$ cat config.mk
export PLATFORM = sky130hd
export DESIGN_NAME = mrc_regs
export DESIGN_NICKNAME = d
export VERILOG_FILES = /design/src/rtl/mrc_pkg.sv /design/src/rtl/mrc_frame_if.sv /design/src/rtl/mrc_regs.sv /design/src/rtl/mrc_req_pulse.sv /design/src/rtl/mrc_spi_frame.sv
export SDC_FILE = /design/constraint.sdc
export NUM_CORES = 1
export LEC_CHECK = 0
export ABC_AREA = 0
export BUFFER_PORTS_ARGS = -buffer_cell sky130_fd_sc_hd__buf_2
export CORE_MARGIN = 1
export CORE_UTILIZATION = 62
export CTS_BUF_LIST = sky130_fd_sc_hd__clkbuf_8
export DETAILED_ROUTE_END_ITERATION = 8
export PLACE_DENSITY = 0.82
export RECOVER_POWER = 25
export SETUP_SLACK_MARGIN = 0.1
export SYNTH_ARGS = -nofsm -noshare
export SYNTH_HDL_FRONTEND = slang
export SYNTH_HIERARCHICAL = 1
export SYNTH_SLANG_ARGS = --single-unit
$ cat constraint.sdc
create_clock -name clk_sys_i -period 2.4 [get_ports clk_sys_i]
set_clock_uncertainty 0.05 [all_clocks]
set_input_delay 0.48 -clock clk_sys_i [delete_from_list [all_inputs] [get_ports clk_sys_i]]
set_output_delay 0.48 -clock clk_sys_i [all_outputs]
set_load 0.03 [all_outputs]
$ cat src/rtl/mrc_pkg.sv
/*
  Constants and types shared by the mode and regulator control bank.
  Assumes a 32-bit serial frame: bit 31 is write, 30:25 the address,
  23:8 register data, 7:0 a check byte that this bank does not verify.
*/
`default_nettype none

package mrc_pkg;

  // ------------------------------------------------------------------
  // frame layout
  // ------------------------------------------------------------------
  localparam int          FRM_BITS  = 32;
  localparam int          RW_POS    = 31;
  localparam int          ADDR_MSB  = 30;
  localparam int          ADDR_LSB  = 25;
  localparam int          DATA_MSB  = 23;
  localparam int          DATA_LSB  = 8;
  localparam logic [5:0]  CNT_FULL  = 6'h20;  // bits in a good frame
  localparam logic [5:0]  CNT_MAX   = 6'h21;  // counter saturates here
  localparam logic [5:0]  CNT_ZERO  = 6'h00;
  localparam logic [5:0]  CNT_ONE   = 6'h01;

  // ------------------------------------------------------------------
  // register addresses
  // ------------------------------------------------------------------
  localparam logic [5:0]  ADDR_MODE = 6'h04;
  localparam logic [5:0]  ADDR_REGC = 6'h05;
  localparam logic [5:0]  ADDR_COMM = 6'h06;

  // ------------------------------------------------------------------
  // field positions
  // ------------------------------------------------------------------
  localparam int POS_PLL_LOCK = 16;
  localparam int POS_EXT_SEL  = 15;
  localparam int POS_EXT_DIS  = 14;
  localparam int POS_NORMAL   = 13;
  localparam int POS_WAKE_INPUT_2    = 10;
  localparam int POS_WAKE_INPUT_1    = 9;
  localparam int POS_STBY     = 8;
  localparam int POS_PD_OVR   = 23;
  localparam int DIS_MSB      = 22;
  localparam int DIS_LSB      = 16;
  localparam int EN_MSB       = 14;
  localparam int EN_LSB       = 8;
  localparam int POS_CLK_ERR  = 12;
  localparam int POS_REQ_ERR  = 11;
  localparam int NRAIL        = 7;
  localparam int NMODE_REQ    = 2;

  // ------------------------------------------------------------------
  // writable masks and reset values
  // ------------------------------------------------------------------
  localparam logic [23:0] WMASK_MODE = 24'h004700;
  localparam logic [23:0] WMASK_REGC = 24'hFF7F00;
  localparam logic [23:0] WMASK_COMM = 24'h001800;
  localparam logic [23:0] DATA_MASK  = 24'hFFFF00;
  localparam logic        NORMAL_RST = 1'b1;

  typedef logic [23:0] mrc_word_t;
  typedef logic [31:0] mrc_frame_t;

  typedef enum logic {
    ST_IDLE  = 1'b0,
    ST_FRAME = 1'b1
  } mrc_spi_st_t;

endpackage : mrc_pkg

`default_nettype wire

$ cat src/rtl/mrc_frame_if.sv
/*
  Carrier between the serial frame engine and the register core.
  Assumes both ends run on the one system clock.
*/
`default_nettype none

interface mrc_frame_if;
  logic       done;     // one-cycle pulse, good 32-bit frame ended
  logic       len_err;  // one-cycle pulse, frame with wrong bit count
  logic [31:0] rx_word; // received frame, stable after done
  logic [31:0] tx_word; // answer shifted out in the next frame

  modport link (output done, output len_err, output rx_word,
                input tx_word);
  modport core (input done, input len_err, input rx_word,
                output tx_word);
endinterface : mrc_frame_if

`default_nettype wire

$ cat src/rtl/mrc_regs.sv
/*
  Mode and regulator control register bank behind the main-domain
  serial port, with a sticky access-error register.
  Assumes status inputs and regulator-side logic run on clk_sys_i and
  that request pulses are consumed in the cycle they appear.
*/
// How it works
// - pll lock shown live at bit 16
// - bit 15 shows external clock selected
// - write one at bit 14 blocks external clock
// - bit 13 shows normal mode, resets one
// - bits 10, 9 disable wake inputs
// - write one at bit 8 requests standby
// - bit 23 stored, forces pulldown off
// - override clear lets logic drive pulldown
// - bit 22 one requests preregulator off
// - bit 21 one requests boost off
// - bits 20..18 request step-down converters off
// - bits 17, 16 request linear regulators off
// - bit 14 one re-enables preregulator after disable
// - bit 13 one requests boost on
// - bits 12..10 request step-down converters on
// - bits 9, 8 request linear regulators on
// - zero request bits change nothing
// - bad access sets sticky bit, write clears
`default_nettype none

module mrc_regs (
  input  wire logic                   clk_sys_i,
  input  wire logic                   srst_i,
  input  wire logic                   csb_n_i,
  input  wire logic                   sclk_i,
  input  wire logic                   mosi_i,
  output logic                        miso_o,
  input  wire logic                   pll_lock_i,
  input  wire logic                   ext_clk_selected_i,
  input  wire logic                   main_normal_i,
  input  wire logic                   pulldown_auto_i,
  output logic                        external_clock_select_disable_o,
  output logic                        standby_request_o,
  output logic                        wake_input_1_disable_o,
  output logic                        wake_input_2_disable_o,
  output logic                        preregulator_pulldown_en_o,
  output logic [mrc_pkg::NRAIL-1:0]   rail_disable_req_o,
  output logic [mrc_pkg::NRAIL-1:0]   rail_enable_req_o
);
  import mrc_pkg::*;

  // ------------------------------------------------------------------
  // declarations
  // ------------------------------------------------------------------
  mrc_frame_if frm ();

  logic                 pll_lock_live_q;
  logic                 ext_sel_live_q;
  logic                 normal_q;
  logic                 pd_ovr_q;
  logic                 req_err_q;
  logic                 clk_err_q;
  mrc_frame_t           tx_q;
  mrc_frame_t           tx_d;
  mrc_word_t            rd_word;
  mrc_word_t            dat;
  logic [5:0]           addr;
  logic                 is_wr;
  logic                 bad_rsv;
  logic                 access_bad;
  logic                 wr_ok;
  logic                 wr_mode;
  logic                 wr_regc;
  logic                 wr_comm;
  logic [NMODE_REQ-1:0] mode_pulse;

  // ------------------------------------------------------------------
  // address decode helpers
  // ------------------------------------------------------------------

  // true for an address that holds a register
  function automatic logic addr_mapped(input logic [5:0] a);
    return (a == ADDR_MODE) || (a == ADDR_REGC) || (a == ADDR_COMM);
  endfunction : addr_mapped

  // bits that software may legally write as one at an address
  function automatic mrc_word_t wmask_of(input logic [5:0] a);
    mrc_word_t m;
    m = '0;
    case (a)
      ADDR_MODE: m = WMASK_MODE;
      ADDR_REGC: m = WMASK_REGC;
      ADDR_COMM: m = WMASK_COMM;
      default:   m = '0;
    endcase
    return m;
  endfunction : wmask_of

  // ------------------------------------------------------------------
  // serial frame engine
  // ------------------------------------------------------------------
  mrc_spi_frame u_frame (
    .clk_sys_i (clk_sys_i),
    .srst_i    (srst_i),
    .csb_n_i   (csb_n_i),
    .sclk_i    (sclk_i),
    .mosi_i    (mosi_i),
    .miso_o    (miso_o),
    .frm       (frm.link)
  );

  // ------------------------------------------------------------------
  // command decode
  // ------------------------------------------------------------------

  // split the received frame
  assign is_wr = frm.rx_word[RW_POS];
  assign addr  = frm.rx_word[ADDR_MSB:ADDR_LSB];
  assign dat   = frm.rx_word[DATA_MSB:0] & DATA_MASK;

  // a write with a one on a reserved or read-only bit is refused
  assign bad_rsv    = is_wr && ((dat & ~wmask_of(addr)) != '0);
  assign access_bad = frm.done && (!addr_mapped(addr) || bad_rsv);
  assign wr_ok      = frm.done && is_wr && addr_mapped(addr) && !bad_rsv;
  assign wr_mode    = wr_ok && (addr == ADDR_MODE);
  assign wr_regc    = wr_ok && (addr == ADDR_REGC);
  assign wr_comm    = wr_ok && (addr == ADDR_COMM);

  // ------------------------------------------------------------------
  // live status capture
  // ------------------------------------------------------------------

  // status inputs sampled every cycle; normal mode resets to one
  always_ff @(posedge clk_sys_i) begin
    if (srst_i) begin
      pll_lock_live_q <= 1'b0;
      ext_sel_live_q  <= 1'b0;
      normal_q        <= NORMAL_RST;
    end else begin
      pll_lock_live_q <= pll_lock_i;
      ext_sel_live_q  <= ext_clk_selected_i;
      normal_q        <= main_normal_i;
    end
  end

  // ------------------------------------------------------------------
  // stored control fields
  // ------------------------------------------------------------------

  // wake input disables, level fields
  always_ff @(posedge clk_sys_i) begin
    if (srst_i) begin
      wake_input_1_disable_o <= 1'b0;
      wake_input_2_disable_o <= 1'b0;
    end else if (wr_mode) begin
      wake_input_1_disable_o <= dat[POS_WAKE_INPUT_1];
      wake_input_2_disable_o <= dat[POS_WAKE_INPUT_2];
    end
  end

  // pulldown override, stored and readable
  always_ff @(posedge clk_sys_i) begin
    if (srst_i) begin
      pd_ovr_q <= 1'b0;
    end else if (wr_regc) begin
      pd_ovr_q <= dat[POS_PD_OVR];
    end
  end

  // pulldown follows the automatic logic unless overridden
  always_ff @(posedge clk_sys_i) begin
    if (srst_i) begin
      preregulator_pulldown_en_o <= 1'b0;
    end else begin
      preregulator_pulldown_en_o <= pulldown_auto_i & ~pd_ovr_q;
    end
  end

  // ------------------------------------------------------------------
  // one-shot requests
  // ------------------------------------------------------------------

  // external clock disable and standby, one cycle each
  mrc_req_pulse #(.W(NMODE_REQ)) u_mode_req (
    .clk_sys_i (clk_sys_i),
    .srst_i    (srst_i),
    .strobe_i  (wr_mode),
    .bits_i    ({dat[POS_EXT_DIS], dat[POS_STBY]}),
    .pulse_o   (mode_pulse)
  );

  assign external_clock_select_disable_o = mode_pulse[1];
  assign standby_request_o               = mode_pulse[0];

  // regulator disable requests: preregulator, boost, 3 bucks, 2 ldos
  mrc_req_pulse #(.W(NRAIL)) u_dis_req (
    .clk_sys_i (clk_sys_i),
    .srst_i    (srst_i),
    .strobe_i  (wr_regc),
    .bits_i    (dat[DIS_MSB:DIS_LSB]),
    .pulse_o   (rail_disable_req_o)
  );

  // regulator enable requests, same rail order
  mrc_req_pulse #(.W(NRAIL)) u_en_req (
    .clk_sys_i (clk_sys_i),
    .srst_i    (srst_i),
    .strobe_i  (wr_regc),
    .bits_i    (dat[EN_MSB:EN_LSB]),
    .pulse_o   (rail_enable_req_o)
  );

  // ------------------------------------------------------------------
  // sticky access errors
  // ------------------------------------------------------------------

  // set wins over a clear arriving in the same cycle
  always_ff @(posedge clk_sys_i) begin
    if (srst_i) begin
      req_err_q <= 1'b0;
    end else if (access_bad) begin
      req_err_q <= 1'b1;
    end else if (wr_comm && dat[POS_REQ_ERR]) begin
      req_err_q <= 1'b0;
    end
  end

  // wrong serial clock count
  always_ff @(posedge clk_sys_i) begin
    if (srst_i) begin
      clk_err_q <= 1'b0;
    end else if (frm.len_err) begin
      clk_err_q <= 1'b1;
    end else if (wr_comm && dat[POS_CLK_ERR]) begin
      clk_err_q <= 1'b0;
    end
  end

  // ------------------------------------------------------------------
  // read path
  // ------------------------------------------------------------------

  // readable view of the addressed register, others read zero
  always_comb begin
    rd_word = '0;
    case (addr)
      ADDR_MODE: begin
        rd_word[POS_PLL_LOCK] = pll_lock_live_q;
        rd_word[POS_EXT_SEL]  = ext_sel_live_q;
        rd_word[POS_NORMAL]   = normal_q;
        rd_word[POS_WAKE_INPUT_2]    = wake_input_2_disable_o;
        rd_word[POS_WAKE_INPUT_1]    = wake_input_1_disable_o;
      end
      ADDR_REGC: begin
        rd_word[POS_PD_OVR]   = pd_ovr_q;
      end
      ADDR_COMM: begin
        rd_word[POS_CLK_ERR]  = clk_err_q;
        rd_word[POS_REQ_ERR]  = req_err_q;
      end
      default: rd_word = '0;
    endcase
  end

  // answer frame: echoed address and register data
  always_comb begin
    tx_d = '0;
    tx_d[ADDR_MSB:ADDR_LSB] = addr;
    tx_d[DATA_MSB:DATA_LSB] = rd_word[DATA_MSB:DATA_LSB];
  end

  // answer is latched at frame end and sent in the next frame
  always_ff @(posedge clk_sys_i) begin
    if (srst_i) begin
      tx_q <= '0;
    end else if (frm.done) begin
      tx_q <= tx_d;
    end
  end

  assign frm.tx_word = tx_q;
endmodule : mrc_regs

`default_nettype wire

$ cat src/rtl/mrc_req_pulse.sv
/*
  One-shot request stage: bits written as one leave as a single-cycle
  pulse, bits written as zero leave nothing.
  Assumes strobe_i is itself a single-cycle pulse.
*/
`default_nettype none

module mrc_req_pulse #(
  parameter int W = 7
) (
  input  wire logic         clk_sys_i,
  input  wire logic         srst_i,
  input  wire logic         strobe_i,
  input  wire logic [W-1:0] bits_i,
  output logic      [W-1:0] pulse_o
);

  // pulse for one cycle, never held
  always_ff @(posedge clk_sys_i) begin
    if (srst_i || !strobe_i) begin
      pulse_o <= '0;
    end else begin
      pulse_o <= bits_i;
    end
  end

endmodule : mrc_req_pulse

`default_nettype wire

$ cat src/rtl/mrc_spi_frame.sv
/*
  Serial frame engine: samples select, clock and data pins, counts bits,
  shifts in the command and shifts out the previous answer.
  Assumes the pins are synchronous to clk_sys_i and each serial clock
  level lasts at least one system clock.
*/
`default_nettype none

module mrc_spi_frame (
  input  wire logic  clk_sys_i,
  input  wire logic  srst_i,
  input  wire logic  csb_n_i,
  input  wire logic  sclk_i,
  input  wire logic  mosi_i,
  output logic       miso_o,
  mrc_frame_if.link  frm
);
  import mrc_pkg::*;

  logic        sclk_q;
  logic        csb_n_q;
  mrc_spi_st_t st_q;
  logic [5:0]  cnt_q;
  mrc_frame_t  rx_q;
  mrc_frame_t  tx_q;
  logic        done_q;
  logic        len_err_q;
  logic        start;
  logic        stop;
  logic        rise;
  logic        fall;

  // ------------------------------------------------------------------
  // edge detection
  // ------------------------------------------------------------------
  assign start = csb_n_q & ~csb_n_i;
  assign stop  = ~csb_n_q & csb_n_i;
  assign rise  = sclk_i & ~sclk_q & (st_q == ST_FRAME);
  assign fall  = ~sclk_i & sclk_q & (st_q == ST_FRAME);

  // previous pin levels
  always_ff @(posedge clk_sys_i) begin
    sclk_q <= srst_i ? 1'b0 : sclk_i;
    csb_n_q <= srst_i ? 1'b1 : csb_n_i;
  end

  // frame state
  always_ff @(posedge clk_sys_i) begin
    if (srst_i) begin
      st_q <= ST_IDLE;
    end else begin
      unique case (st_q)
        ST_IDLE:  if (start) st_q <= ST_FRAME;
        ST_FRAME: if (stop) st_q <= ST_IDLE;
      endcase
    end
  end

  // bit counter, saturating so long frames stay wrong
  always_ff @(posedge clk_sys_i) begin
    if (srst_i || start) begin
      cnt_q <= CNT_ZERO;
    end else if (rise && cnt_q != CNT_MAX) begin
      cnt_q <= cnt_q + CNT_ONE;
    end
  end

  // receive shifter, msb first on rising serial clock
  always_ff @(posedge clk_sys_i) begin
    if (srst_i) begin
      rx_q <= '0;
    end else if (rise) begin
      rx_q <= {rx_q[FRM_BITS-2:0], mosi_i};
    end
  end

  // transmit shifter, next bit on falling serial clock
  always_ff @(posedge clk_sys_i) begin
    if (srst_i) begin
      tx_q   <= '0;
      miso_o <= 1'b0;
    end else if (start) begin
      tx_q   <= frm.tx_word;
      miso_o <= frm.tx_word[FRM_BITS-1];
    end else if (fall) begin
      tx_q   <= {tx_q[FRM_BITS-2:0], 1'b0};
      miso_o <= tx_q[FRM_BITS-2];
    end
  end

  // end-of-frame pulses
  always_ff @(posedge clk_sys_i) begin
    if (srst_i) begin
      done_q    <= 1'b0;
      len_err_q <= 1'b0;
    end else begin
      done_q    <= (st_q == ST_FRAME) & stop & (cnt_q == CNT_FULL);
      len_err_q <= (st_q == ST_FRAME) & stop & (cnt_q != CNT_FULL);
    end
  end

  assign frm.done    = done_q;
  assign frm.len_err = len_err_q;
  assign frm.rx_word = rx_q;

endmodule : mrc_spi_frame

`default_nettype wire

### Yosys cells after proc, flatten, opt, wreduce, memory -nomap -nowiden

Cells that the tools add are included.

* bitwise operators: 18
* div/mod/pow operators: 0
* $lt $le $gt $ge: 0
* reduce and logical (&&, ||, !) cells: 25
* $add $sub $neg: 1
* multiply operators: 0
* multiplexer cells: 17
* equal/unequal tests: 6
* shifts and indexed selects: 0

Operators by type and width (count)
* $pmux W24 S3: 1
* $mux W31: 2
* $and A24 B24 Y24: 1
* $not A24 Y24: 1
* $reduce_bool A24 Y1: 1
* $eq A6 B3 Y1 const B: 3
* $ne A6 B6 Y1 const B: 2
* $logic_and A1 B1 Y1: 11
* $and A1 B1 Y1: 10
* $mux W1: 10
* $add A6 B1 Y6 const B: 1
* $eq A6 B6 Y1 const B: 1
* $logic_or A1 B1 Y1: 6
* $mux W2: 3
* $not A1 Y1: 6
* $reduce_bool A2 Y1: 3
* $logic_not A1 Y1: 4
* $pmux W1 S2: 1

* memories kept: 0
* register bits: 114
* memory bits (writable): 0
* ROM bits: 0
* word-level logic and storage cells: 89
* bits in latches: 0

### Longest topological paths before layout

Gate-level depths: netlist of the first run.

* depth after elaboration: 12
* depth in mapped cells: 6
* gate-level depth less buffers: 4

### Hierarchy

Netlist of the first run, hierarchy kept.

Modules (own cells, without submodules)
* mrc_spi_frame: cells an instance 340, instances 1, area each 3037.9 sq um, sequential area each 1501.4 sq um
* mrc_regs: cells an instance 112, instances 1, area each 1037.2 sq um, sequential area each 460.4 sq um
* mrc_req_pulse at u_dis_req ...: cells an instance 14, instances 2, area each 201.4 sq um, sequential area each 140.1 sq um
* mrc_req_pulse at u_mode_req: cells an instance 4, instances 1, area each 57.6 sq um, sequential area each 40.0 sq um

### Worst setup path before layout of the first run

OpenSTA, ideal clock, no wires.

* path type: register to register
* from: reg u_frame.rx_q[28] (netlist: u_frame/frm.rx_word[28])
* to: reg pd_ovr_q
* path slack: 0.560 ns
* arrival time: 1.662 ns
* clock period less this slack: 1.840 ns
* stages on the path, launching flop included: 6
* data required time: 2.222 ns
* buffers on the path: 1
* cell sequence: dfxtp_1 -> or4b_1 -> buf_2 -> nor4b_4 -> mux2i_1 -> nor2_1

* word-level cells in the longest chain between the ends: 9

Ends and longest elaborated chain
* start: declaration: line mrc_spi_frame.sv:24 `mrc_frame_t rx_q;`
* start signal: assignment: line mrc_spi_frame.sv:73 `rx_q <= {rx_q[FRM_BITS-2:0], mosi_i};`
* $eq A6 B3 Y1, on equally long branches: line mrc_regs.sv:80, mrc_regs.sv:87, mrc_regs.sv:123
* $pmux W24 S3: line mrc_regs.sv:87 `case (a)`
* $not A24 Y24: line mrc_regs.sv:119 `assign bad_rsv = is_wr && ((dat & ~wmask_of(addr)) != '0);`
* $and A24 B24 Y24: line mrc_regs.sv:119
* $reduce_bool A24 Y1: line mrc_regs.sv:119
* $logic_and A1 B1 Y1: line mrc_regs.sv:119
* $logic_not A1 Y1: line mrc_regs.sv:121 `assign wr_ok = frm.done && is_wr && addr_mapped(addr) && !bad_rsv;`
* $logic_and A1 B1 Y1: line mrc_regs.sv:121
* $logic_and A1 B1 Y1 (*): line mrc_regs.sv:123 `assign wr_regc = wr_ok && (addr == ADDR_REGC);`
* net wr_regc: line mrc_regs.sv:70 `logic wr_regc;`
* end signal: assignment: line mrc_regs.sv:163 `pd_ovr_q <= dat[POS_PD_OVR];`
* end: declaration: line mrc_regs.sv:57 `logic pd_ovr_q;`

The timed path passes the listed nets; every way through them passes the cells marked *.
A chain may end at the register's enable or synchronous reset.

### Final worst setup path of the first run

* from: reg u_frame.rx_q[28] (netlist: u_frame/frm.rx_word[28])
* to: reg u_mode_req.pulse_o[0]

* word-level cells in the longest chain between the ends: 11

Ends and longest elaborated chain
* $eq A6 B3 Y1, on equally long branches: line mrc_regs.sv:80, mrc_regs.sv:87, mrc_regs.sv:122
* $pmux W24 S3: line mrc_regs.sv:87
* $not A24 Y24: line mrc_regs.sv:119
* $and A24 B24 Y24: line mrc_regs.sv:119
* $reduce_bool A24 Y1: line mrc_regs.sv:119
* $logic_and A1 B1 Y1: line mrc_regs.sv:119
* $logic_not A1 Y1: line mrc_regs.sv:121
* $logic_and A1 B1 Y1: line mrc_regs.sv:121
* $logic_and A1 B1 Y1 (*): line mrc_regs.sv:122 `assign wr_mode = wr_ok && (addr == ADDR_MODE);`
* net wr_mode: line mrc_regs.sv:69 `logic wr_mode;`
* $logic_not A1 Y1 (*): line mrc_req_pulse.sv:20 `if (srst_i || !strobe_i) begin`
* $logic_or A1 B1 Y1 (*): line mrc_req_pulse.sv:20
* end signal: assignment: line mrc_req_pulse.sv:23 `pulse_o <= bits_i;`
* end: declaration: line mrc_req_pulse.sv:15 `output logic [W-1:0] pulse_o`

Marked as above.

==> results.sh, run 1 <==
export IMPL_status="finished clean"
export IMPL_final_hold_viol_count=0
export IMPL_rsz0062_at_grt="false"
export IMPL_setup_viol=0
export IMPL_grt_max_degree=45
export IMPL_synth_most_common_cell="dfxtp_1"
export IMPL_cp_required_ps=2710
export IMPL_syn_to_final_growth_pct=16.2
export IMPL_ys_seq_area_share_pct=50.3
export IMPL_initial_core_util_pct=65.3
export IMPL_gp_congestion=0.779
export IMPL_synth_largest_area_cell="dfxtp_1"
export IMPL_die_area_mm2=0.00766
export IMPL_worst_pin_slew_ps=1050
export IMPL_post_synth_num_cell_types=50
export IMPL_die_h_um=87.5
export IMPL_synth_enable_flop_cells=0
export IMPL_synth_compound_area_share_pct=13.9
export IMPL_grt_pass1_wl_um=15200
export IMPL_max_cap_violations=0
export IMPL_cts_tree="yes"
export IMPL_dp_hpwl_um=5510
export IMPL_synthCells=484
export IMPL_drc_errors=0
export IMPL_hold_class="in2reg"
export IMPL_clkLatencyLatePin_ps=420
export IMPL_postCtsResizedCells=0
export IMPL_netlist_top_cells_area="dfxtp_1, mux2i_1, nand2_1"
export IMPL_grt_overflow_total=0
export IMPL_clock_path_buffers=2
export IMPL_cts_root_buffer="clkbuf_8"
export IMPL_ys_ff_latch=114
export IMPL_min_period_ps=2050
export IMPL_critical_path_arrival_ps=2360
export IMPL_wl_per_cell_um=14.3
export IMPL_post_cts_setup_buffers=0
export IMPL_tns_ps=0
export IMPL_num_antenna_cells=0
export IMPL_vias_per_cell=5.57
export IMPL_rrSetupSlack_ps=350
export IMPL_antenna_found_initial=0
export IMPL_design_area_mm2=0.00527
export IMPL_rows=30
export IMPL_cp_end_kind="register"
export IMPL_io_pins=29
export IMPL_synth_top_cell_area_share_pct=50.3
export IMPL_grt_use_total_pct=25.9
export IMPL_nNetsFinal=539
export IMPL_htreeDepth=4
export IMPL_via_count=3541
export IMPL_synth_top_family_by_area="simple AND/OR/NAND/NOR gates"
export IMPL_clock_sinks=114
export IMPL_yosys_area_share_adder_pct=0.828
export IMPL_crit_path_max_fanout=6
export IMPL_fmaxAchievable_mhz=488
export IMPL_leakagePower_nw=2.19
export IMPL_cts_buffers=17
export IMPL_path_clk_slew_ps=70
export IMPL_drt_wl_total_um=9100
export IMPL_port_buffers=28
export IMPL_fin_crit_sh_pct=85.5
export IMPL_critPathLaunchType="register"
export IMPL_vdd_drop_max_mv=0.496
export IMPL_synth_async_reset_ratio_pct=0
export IMPL_netlist_area_mm2=0.00454
export IMPL_finalPower_mw=4.36
export IMPL_place_area_mm2=0.00480
export IMPL_layout_drive_gt1_share_pct=13.0
export IMPL_synth_warnings=6
export IMPL_yosys_area_share_simple_pct=21.5
export IMPL_synth_avg_cell_area_um2=9.37
export IMPL_powerDensity_mw_per_mm2=826
export IMPL_slew_headroom_pct=30.1
export IMPL_die_w_um=87.5
export IMPL_firstDrtPassIters=4
export IMPL_first_global_vias=3509
export IMPL_core_mm2=0.00694
export IMPL_hold_buffers=0
export IMPL_setup_worst_path_class="reg2reg"
export IMPL_synth_xor_area_share_pct=0
export IMPL_drtIter0Drc=231
export IMPL_ant_nets=0
export IMPL_yosys_top_cells_count="dfxtp_1, nand2_1, a21oi_1"
export IMPL_synth_main_ff_cell="dfxtp_1"
export IMPL_slew_viol_final=0
export IMPL_muxShareOfSynthArea_pct=8.86
==> power by group <==
part / internal (mW) / switching [mW]
clock network: 1.43 / 0.773
logic: 0.0693 / 0.120
registers: 1.94 / 0.0260
total: 3.44 / 0.918
==> layer usage <==
layer | up-vias | GRT usage (%) | part of all wire [%]
met1 | 1677 | 28.8 | 42
met3 | 11 | 7.82 | 4.9
met5 | - | 0 | 0
met4 | 0 | 9.69 | 1.1
li1 | 1770 | - | -
met2 | 83 | 46.7 | 52
==> per-stage QoR <==
| stage | hold slack, ps | instances | setup slack (ps) | util (%) |
|---|---|---|---|---|
| after floorplan | 361 | 501 | 560 | - |
| final | 205 | 636 | 349 | 75.9 |
| after CTS | 182 | 636 | 381 | 76.4 |
| after detailed placement | 395 | 604 | 443 | 69.1 |
| after global routing | 191 | 636 | 330 | 75.9 |
| after global placement | 387 | 604 | 478 | 69.1 |
==> registers in the layout (all words and copies together) (netlist names), 2 cells and up <==
register             cells
u_frame/frm.rx_word     32
u_en_req/pulse_o         7
u_frame/tx_q            31
frm.tx_word             14
u_frame/cnt_q            6
u_mode_req/pulse_o       2
u_dis_req/pulse_o        7
==> worst max-delay path: stages (launching register included) <==
cell and delay, ps:
dfxtp_1 340, or4b_1 720, or3_4 430, nor4_4 250, and3b_1 200
==> cell families (layout without fill, tap and decap cells) <==
family	count (synthesis)	count (layout)
DFF	114	114
AOI/OAI and AO/OA	100	100
buffers and inverters	43	82
and+or+nand+nor	183	183
muxes	40	40
adders and majority gates	3	3
other	1	18
==> layout by cell type, fill, tap and decap left out, types with 3 or more instances in the layout <==
master,netlist,routed
a22oi_1,5,5
nand2_1,73,73
nand3_1,9,9
o21ai_1,3,3
nor2b_1,5,5
bufinv_16,0,6
nor2_1,46,46
clkbuf_8,0,20
buf_4,1,7
nand4_1,3,3
and3b_1,17,17
buf_2,8,19
ha_1,3,3
a211oi_1,31,31
a21oi_1,48,48
nand3b_1,2,3
mux2i_1,39,39
clkbuf_1,17,12
nor4_1,3,3
conb_1,1,18
nor3_1,3,3
dfxtp_1,114,114
inv_1,9,9
==> layout make-up <==
class	count	area [um2]
sequential	114	2280
clock inverter	12	226
fill	479	1670
timing repair buffer	41	223
multi-input combinational	344	2110
clock buffer	20	275
tap	96	120
inverter	9	33.8
==> path summary, 6_finish.rpt <==
path                           start                      end  cells past startpoint
min                    main_normal_i                 normal_q                      2
min reg2reg  u_frame/frm.rx_word[24]  u_frame/frm.rx_word[25]                      2
max          u_frame/frm.rx_word[28]    u_mode_req/pulse_o[0]                      4
max reg2reg  u_frame/frm.rx_word[28]    u_mode_req/pulse_o[0]                      4
Note: power is estimated with default switching activity, not from simulation.
==> run 2, diff against run 1 <==
--- a/config.mk
+++ b/config.mk
@@ -5,7 +5,7 @@
 export SDC_FILE = /design/constraint.sdc
 export NUM_CORES = 1
 export LEC_CHECK = 0
-export ABC_AREA = 0
+export ABC_AREA = 1
 export BUFFER_PORTS_ARGS = -buffer_cell sky130_fd_sc_hd__buf_2
 export CORE_MARGIN = 1
 export CORE_UTILIZATION = 62
==> results.sh, run 2 <==
export IMPL_cp_top_family="simple AND/OR/NAND/NOR gates"
export IMPL_synth_xor_area_share_pct=0.194
export IMPL_layout_drive_gt1_share_pct=11.2
export IMPL_fmaxAchievable_mhz=494
export IMPL_fin_util_pct=75.0
export IMPL_crit_top_cell="nor2_1"
export IMPL_die_w_um=87.3
export IMPL_port_buffers=28
export IMPL_post_cts_setup_buffers=0
export IMPL_synth_async_reset_ratio_pct=0
export IMPL_worst_pin_slew_ps=1000
export IMPL_syn_to_final_growth_pct=14.8
export IMPL_postCtsResizedCells=0
export IMPL_yosys_area_share_simple_pct=25.4
export IMPL_final_hold_viol_count=0
export IMPL_synth_main_ff_cell="dfxtp_1"
export IMPL_num_antenna_cells=0
export IMPL_path_cells="inv_2 > nor2_1 > clkbuf_2 > nor2_1 > inv_1 > nor2_1"
export IMPL_synth_largest_area_cell="dfxtp_1"
export IMPL_dp_hpwl_um=6000
export IMPL_clkLatencyLatePin_ps=420
export IMPL_synth_most_common_cell="nor2_1"
export IMPL_nNetsFinal=657
export IMPL_holdWs_ps=194
export IMPL_antenna_found_initial=0
export IMPL_cts_tree="yes"
export IMPL_via_count=3830
export IMPL_crit_path_max_fanout=16
export IMPL_rows=30
export IMPL_setup_worst_path_class="reg2reg"
export IMPL_drt_wl_total_um=9350
export IMPL_dp_slack_ps=519
export IMPL_hold_class="in2reg"
export IMPL_grt_pass1_wl_um=15500
export IMPL_synth_enable_flop_cells=0
export IMPL_layoutNonFillerInstCount=754
export IMPL_vias_per_cell=5.08
export IMPL_critPathLaunchType="register"
export IMPL_die_area_mm2=0.00762
export IMPL_design_area_mm2=0.00518
export IMPL_synth_avg_cell_area_um2=7.52
export IMPL_synth_top_cell_area_share_pct=50.6
export IMPL_slew_headroom_pct=32.9
export IMPL_netlist_top_cells_area="dfxtp_1, nor2_1, nand2_1"
export IMPL_grt_use_total_pct=26.4
export IMPL_die_h_um=87.3
export IMPL_synthCells=600
export IMPL_mostFrequentLayoutCell="nor2_1"
export IMPL_dpl_cell_count=722
export IMPL_critical_path_arrival_ps=2280
export IMPL_drtIter0Drc=271
export IMPL_ys_seq_area_share_pct=50.6
export IMPL_leakagePower_nw=2.14
export IMPL_yosys_top_cells_count="nor2_1, dfxtp_1, nand2_1"
export IMPL_cts_root_buffer="clkbuf_8"
export IMPL_path_clk_slew_ps=70
export IMPL_rsz0062_at_grt="false"
export IMPL_grt_overflow_total=0
export IMPL_cp_end_kind="register"
export IMPL_status="finished clean"
export IMPL_finalPower_mw=4.22
export IMPL_setup_slack_ps=377
export IMPL_cp_required_ps=2660
export IMPL_place_area_mm2=0.00476
export IMPL_worst_path_buf_inv=3
export IMPL_fillCellCount=548
export IMPL_muxShareOfSynthArea_pct=0
export IMPL_critPathMaxStageDelay_ps=650
export IMPL_initial_core_util_pct=65.3
export IMPL_powerDensity_mw_per_mm2=814
export IMPL_synth_warnings=6
export IMPL_core_mm2=0.00691
export IMPL_netlist_area_mm2=0.00451
export IMPL_vdd_drop_max_mv=0.700
export IMPL_hold_buffers=0
export IMPL_mostFrequentLayoutCells="nor2_1, dfxtp_1, nand2_1"
export IMPL_clock_sinks=114
export IMPL_htreeDepth=4
export IMPL_synth_compound_area_share_pct=15.3
export IMPL_slew_viol_final=0
export IMPL_io_pins=29
export IMPL_largest_reg_flops=32
export IMPL_wl_per_cell_um=12.4
export IMPL_cp_slowest_cell="nor2_1"
export IMPL_min_period_ps=2020
export IMPL_max_cap_violations=0
export IMPL_drc_errors=0
export IMPL_fin_crit_sh_pct=84.3
export IMPL_setup_viol=0
export IMPL_cts_buffers=17
export IMPL_gp_congestion=0.867
export IMPL_ant_nets=0
export IMPL_synth_top_family_by_area="simple AND/OR/NAND/NOR gates"
export IMPL_first_global_vias=3466
export IMPL_post_synth_num_cell_types=28
export IMPL_grt_max_degree=41
export IMPL_clock_path_buffers=2
export IMPL_firstDrtPassIters=5
export IMPL_tns_ps=0
export IMPL_yosys_area_share_adder_pct=0.832
export IMPL_ys_ff_latch=114
## run 2: changes by cell type after synthesis, moves of 7 or more
cell      before  now
nor2_1        46  124
o21ai_0        2   48
inv_1          9   53
mux2i_1       39    0
a211oi_1      31    0
nand2_1       73  104
a21boi_1       0   19
and3b_1       17    0
nor2_2         0    8
nand2_2        0    7
## run 2: layout make-up
class / instances / area, um2 / area share [%]
inverters: 57 / 215 / 4.15
flip-flops and latches: 114 / 2280 / 44.1
multi-input cells: 420 / 1940 / 37.4
clock inverters: 10 / 154 / 2.97
repair buffers: 35 / 166 / 3.21
well taps: 96 / 120 / 2.32
clock buffers: 22 / 303 / 5.85
## run 2: path summary, 6_finish.rpt
kind | from | end | slack, ps | cells past startpoint
worst max-delay path | u_frame/csb_n_q | u_frame/cnt_q[5] | 380 | 6
worst min-delay path | main_normal_i | normal_q | 190 | 2
worst max register to register | u_frame/csb_n_q | u_frame/cnt_q[5] | 380 | 6
worst min register to register | ext_sel_live_q | frm.tx_word[15] | 390 | 2
## run 2: per-layer routing
metal / track usage, % / wire [um] / vias to the layer above
met1: 31.3 / 4250 / 1767
met5: 0 / 0 / -
met3: 8.72 / 330 / 15
li1: - / - / 1972
met2: 45.0 / 4650 / 76
met4: 8.64 / 114 / 0
## run 2: report_power, final
| part | internal [mW] | switching, mW |
|---|---|---|
| Clock | 1.26 | 0.740 |
| Sequential | 1.94 | 0.0414 |
| Combinational | 0.0732 | 0.156 |
## run 2: cell families (layout without fill, tap and decap cells)
family | after synthesis | in the layout
DFF | 114 | 114
other | 1 | 18
AOI/OAI and AO/OA | 126 | 126
xor gates and xnor gates | 1 | 1
and+or+nand+nor | 272 | 272
adders and majority gates | 3 | 3
buffers and inverters | 83 | 124
## run 2: worst reg2reg max path, stage by stage, from the launching register on
cell and delay, ps:
dfxtp_1 390, inv_2 40, nor2_1 650, clkbuf_2 450, nor2_1 70, inv_1 190, nor2_1 70
==> run 3, diff against run 2 <==
==> constraint.sdc (replaced) <==
create_clock -name clk_sys_i -period 2 [get_ports clk_sys_i]
set_clock_uncertainty 0.05 [all_clocks]
set_input_delay 0.4 -clock clk_sys_i [delete_from_list [all_inputs] [get_ports clk_sys_i]]
set_output_delay 0.4 -clock clk_sys_i [all_outputs]
set_load 0.03 [all_outputs]
==> results.sh, run 3 (synthesized netlist as in run 2, its figures left out) <==
export IMPL_design_area_mm2=0.00525
export IMPL_dpl_cell_count=726
export IMPL_htreeDepth=4
export IMPL_nNetsFinal=664
export IMPL_vias_per_cell=5.21
export IMPL_drtIter0Drc=307
export IMPL_path_clk_slew_ps=70
export IMPL_grt_pass1_wl_um=15300
export IMPL_via_count=3965
export IMPL_powerDensity_mw_per_mm2=935
export IMPL_tns_ps=0
export IMPL_critPathLaunchType="register"
export IMPL_layoutNonFillerInstCount=761
export IMPL_cts_root_buffer="clkbuf_8"
export IMPL_leakagePower_nw=2.19
export IMPL_setup_slack_ps=153
export IMPL_firstDrtPassIters=6
export IMPL_r2r_end="u_dis_req/pulse_o[5]"
export IMPL_netSwitchingFraction_pct=23.1
export IMPL_register_area_mm2=0.00228
export IMPL_p_seq_share_pct=48.5
export IMPL_die_h_um=87.3
export IMPL_p_int_mw=3.78
export IMPL_drc_errors=0
export IMPL_clkLatencyLatePin_ps=430
export IMPL_clkPwrFrac_pct=45.6
export IMPL_mostFrequentLayoutCell="nor2_1"
export IMPL_layout_drive_gt1_share_pct=13.8
export IMPL_worst_pin_slew_ps=1030
export IMPL_clock_path_buffers=2
export IMPL_syn_to_final_growth_pct=16.4
export IMPL_rrSetupSlack_ps=150
export IMPL_final_hold_viol_count=0
export IMPL_dp_slack_ps=193
export IMPL_mostFrequentLayoutCells="nor2_1, dfxtp_1, nand2_1"
export IMPL_first_global_vias=3471
export IMPL_r2r_start="u_frame/frm.rx_word[27]"
export IMPL_die_area_mm2=0.00762
export IMPL_initial_core_util_pct=65.3
export IMPL_rsz0062_at_grt="false"
export IMPL_cp_startpoint="u_frame/frm.rx_word[27]"
export IMPL_largest_reg_flops=32
export IMPL_ant_nets=0
export IMPL_clock_sinks=114
export IMPL_slew_headroom_pct=31.3
export IMPL_dp_hpwl_um=6100
export IMPL_rows=30
export IMPL_critical_path_arrival_ps=2170
export IMPL_antenna_found_initial=1
export IMPL_cts_tree="yes"
export IMPL_slew_viol_final=0
export IMPL_vdd_drop_max_mv=0.596
export IMPL_io_pins=29
export IMPL_cp_required_ps=2320
export IMPL_core_mm2=0.00691
export IMPL_multiInputGateArea_mm2=0.00199
export IMPL_crit_path_max_fanout=7
export IMPL_critPathMaxStageDelay_ps=340
export IMPL_status="finished clean"
export IMPL_r2r_cells=12
export IMPL_grt_overflow_total=0
export IMPL_setup_viol=0
export IMPL_switching_power_mw=1.13
export IMPL_fillCellCount=535
export IMPL_drt_wl_total_um=9580
export IMPL_holdWs_ps=124
export IMPL_grt_use_total_pct=26.2
export IMPL_num_antenna_cells=0
export IMPL_cp_slowest_cell="dfxtp_2"
export IMPL_path_cells="inv_1 > nor2_4 > nand2_2 > nor2_4 > nor2_2 > nor2_2 > nand2_2 > nand2_4 > nand4_1 > nor2_4 > nand2_4 > nor2_2"
export IMPL_p_comb_share_pct=5.9
export IMPL_fin_crit_sh_pct=92.4
export IMPL_max_cap_violations=0
export IMPL_cts_buffers=17
export IMPL_cp_end_kind="register"
export IMPL_setup_worst_path_class="reg2reg"
export IMPL_hold_class="in2reg"
export IMPL_die_w_um=87.3
export IMPL_port_buffers=28
export IMPL_place_area_mm2=0.00479
export IMPL_cp_endpoint="u_dis_req/pulse_o[5]"
export IMPL_gp_congestion=0.974
export IMPL_finalPower_mw=4.91
export IMPL_wl_per_cell_um=12.6
export IMPL_fin_util_pct=76.0
export IMPL_min_period_ps=1850
export IMPL_grt_max_degree=41
export IMPL_fmaxAchievable_mhz=541
[run 3: cell types whose count changed in the layout (fill, tap and decap cells not counted), sizes merged]
cell	change
buf	+7
clkbuf	-1
clkinv	+2
bufinv	-1
[run 3: area by class of cell]
class | count | share of cell area (%)
sequential | 114 | 43.5
multi-input combinational | 420 | 37.9
timing repair buffer | 42 | 4.12
tap | 96 | 2.29
inverter | 57 | 4.10
clock buffer | 21 | 5.50
clock inverter | 11 | 2.55
[run 3: how the worst min path moves through the flow]
stage	startpoint	to	slack, ps	cells after the start
2_1_floorplan	pd_ovr_q	preregulator_pulldown_en_o	360	1
3_3_place_gp	u_frame/frm.len_err	clk_err_q	380	2
3_5_place_dp	pll_lock_live_q	frm.tx_word[16]	390	2
4_1_cts	pll_lock_i	pll_lock_live_q	110	3
5_1_grt	pll_lock_i	pll_lock_live_q	110	3
6_report	pll_lock_i	pll_lock_live_q	120	3
[run 3: per-layer routing]
metal  vias to the layer above  global-route usage, %  share of wire (%)
li1                       1987                      -                  -
met1                      1828                   31.5                 44
met2                       121                   43.0                 49
met3                        27                   9.38                5.0
met4                         2                   9.99                2.4
met5                         -                      0               0.18
[run 3: timing repair]
action / in CTS / in global routing
hold buffers: 0 / 0
gates resized for setup: 0 / 14
endpoints found under the hold margin: 0 / 0
setup buffers: 0 / 3
setup endpoints to repair: 0 / 14
[run 3: power by group through the flow]
stage	Clock, mW	Sequential [mW]	Combinational [mW]
CTS	2.27	2.38	0.281
finish	2.24	2.38	0.290
global route	2.37	2.39	0.327
floorplan	0	2.42	0.217
detailed placement	0	2.43	0.276
global placement	0	2.42	0.270
[run 3: worst max-delay path: cells and delay by family (launching register included)]
kind                   cells  cell delay, ps
AND/OR/NAND/NOR           11            1320
buffers and inverters      1              80
flip-flops                 1             340
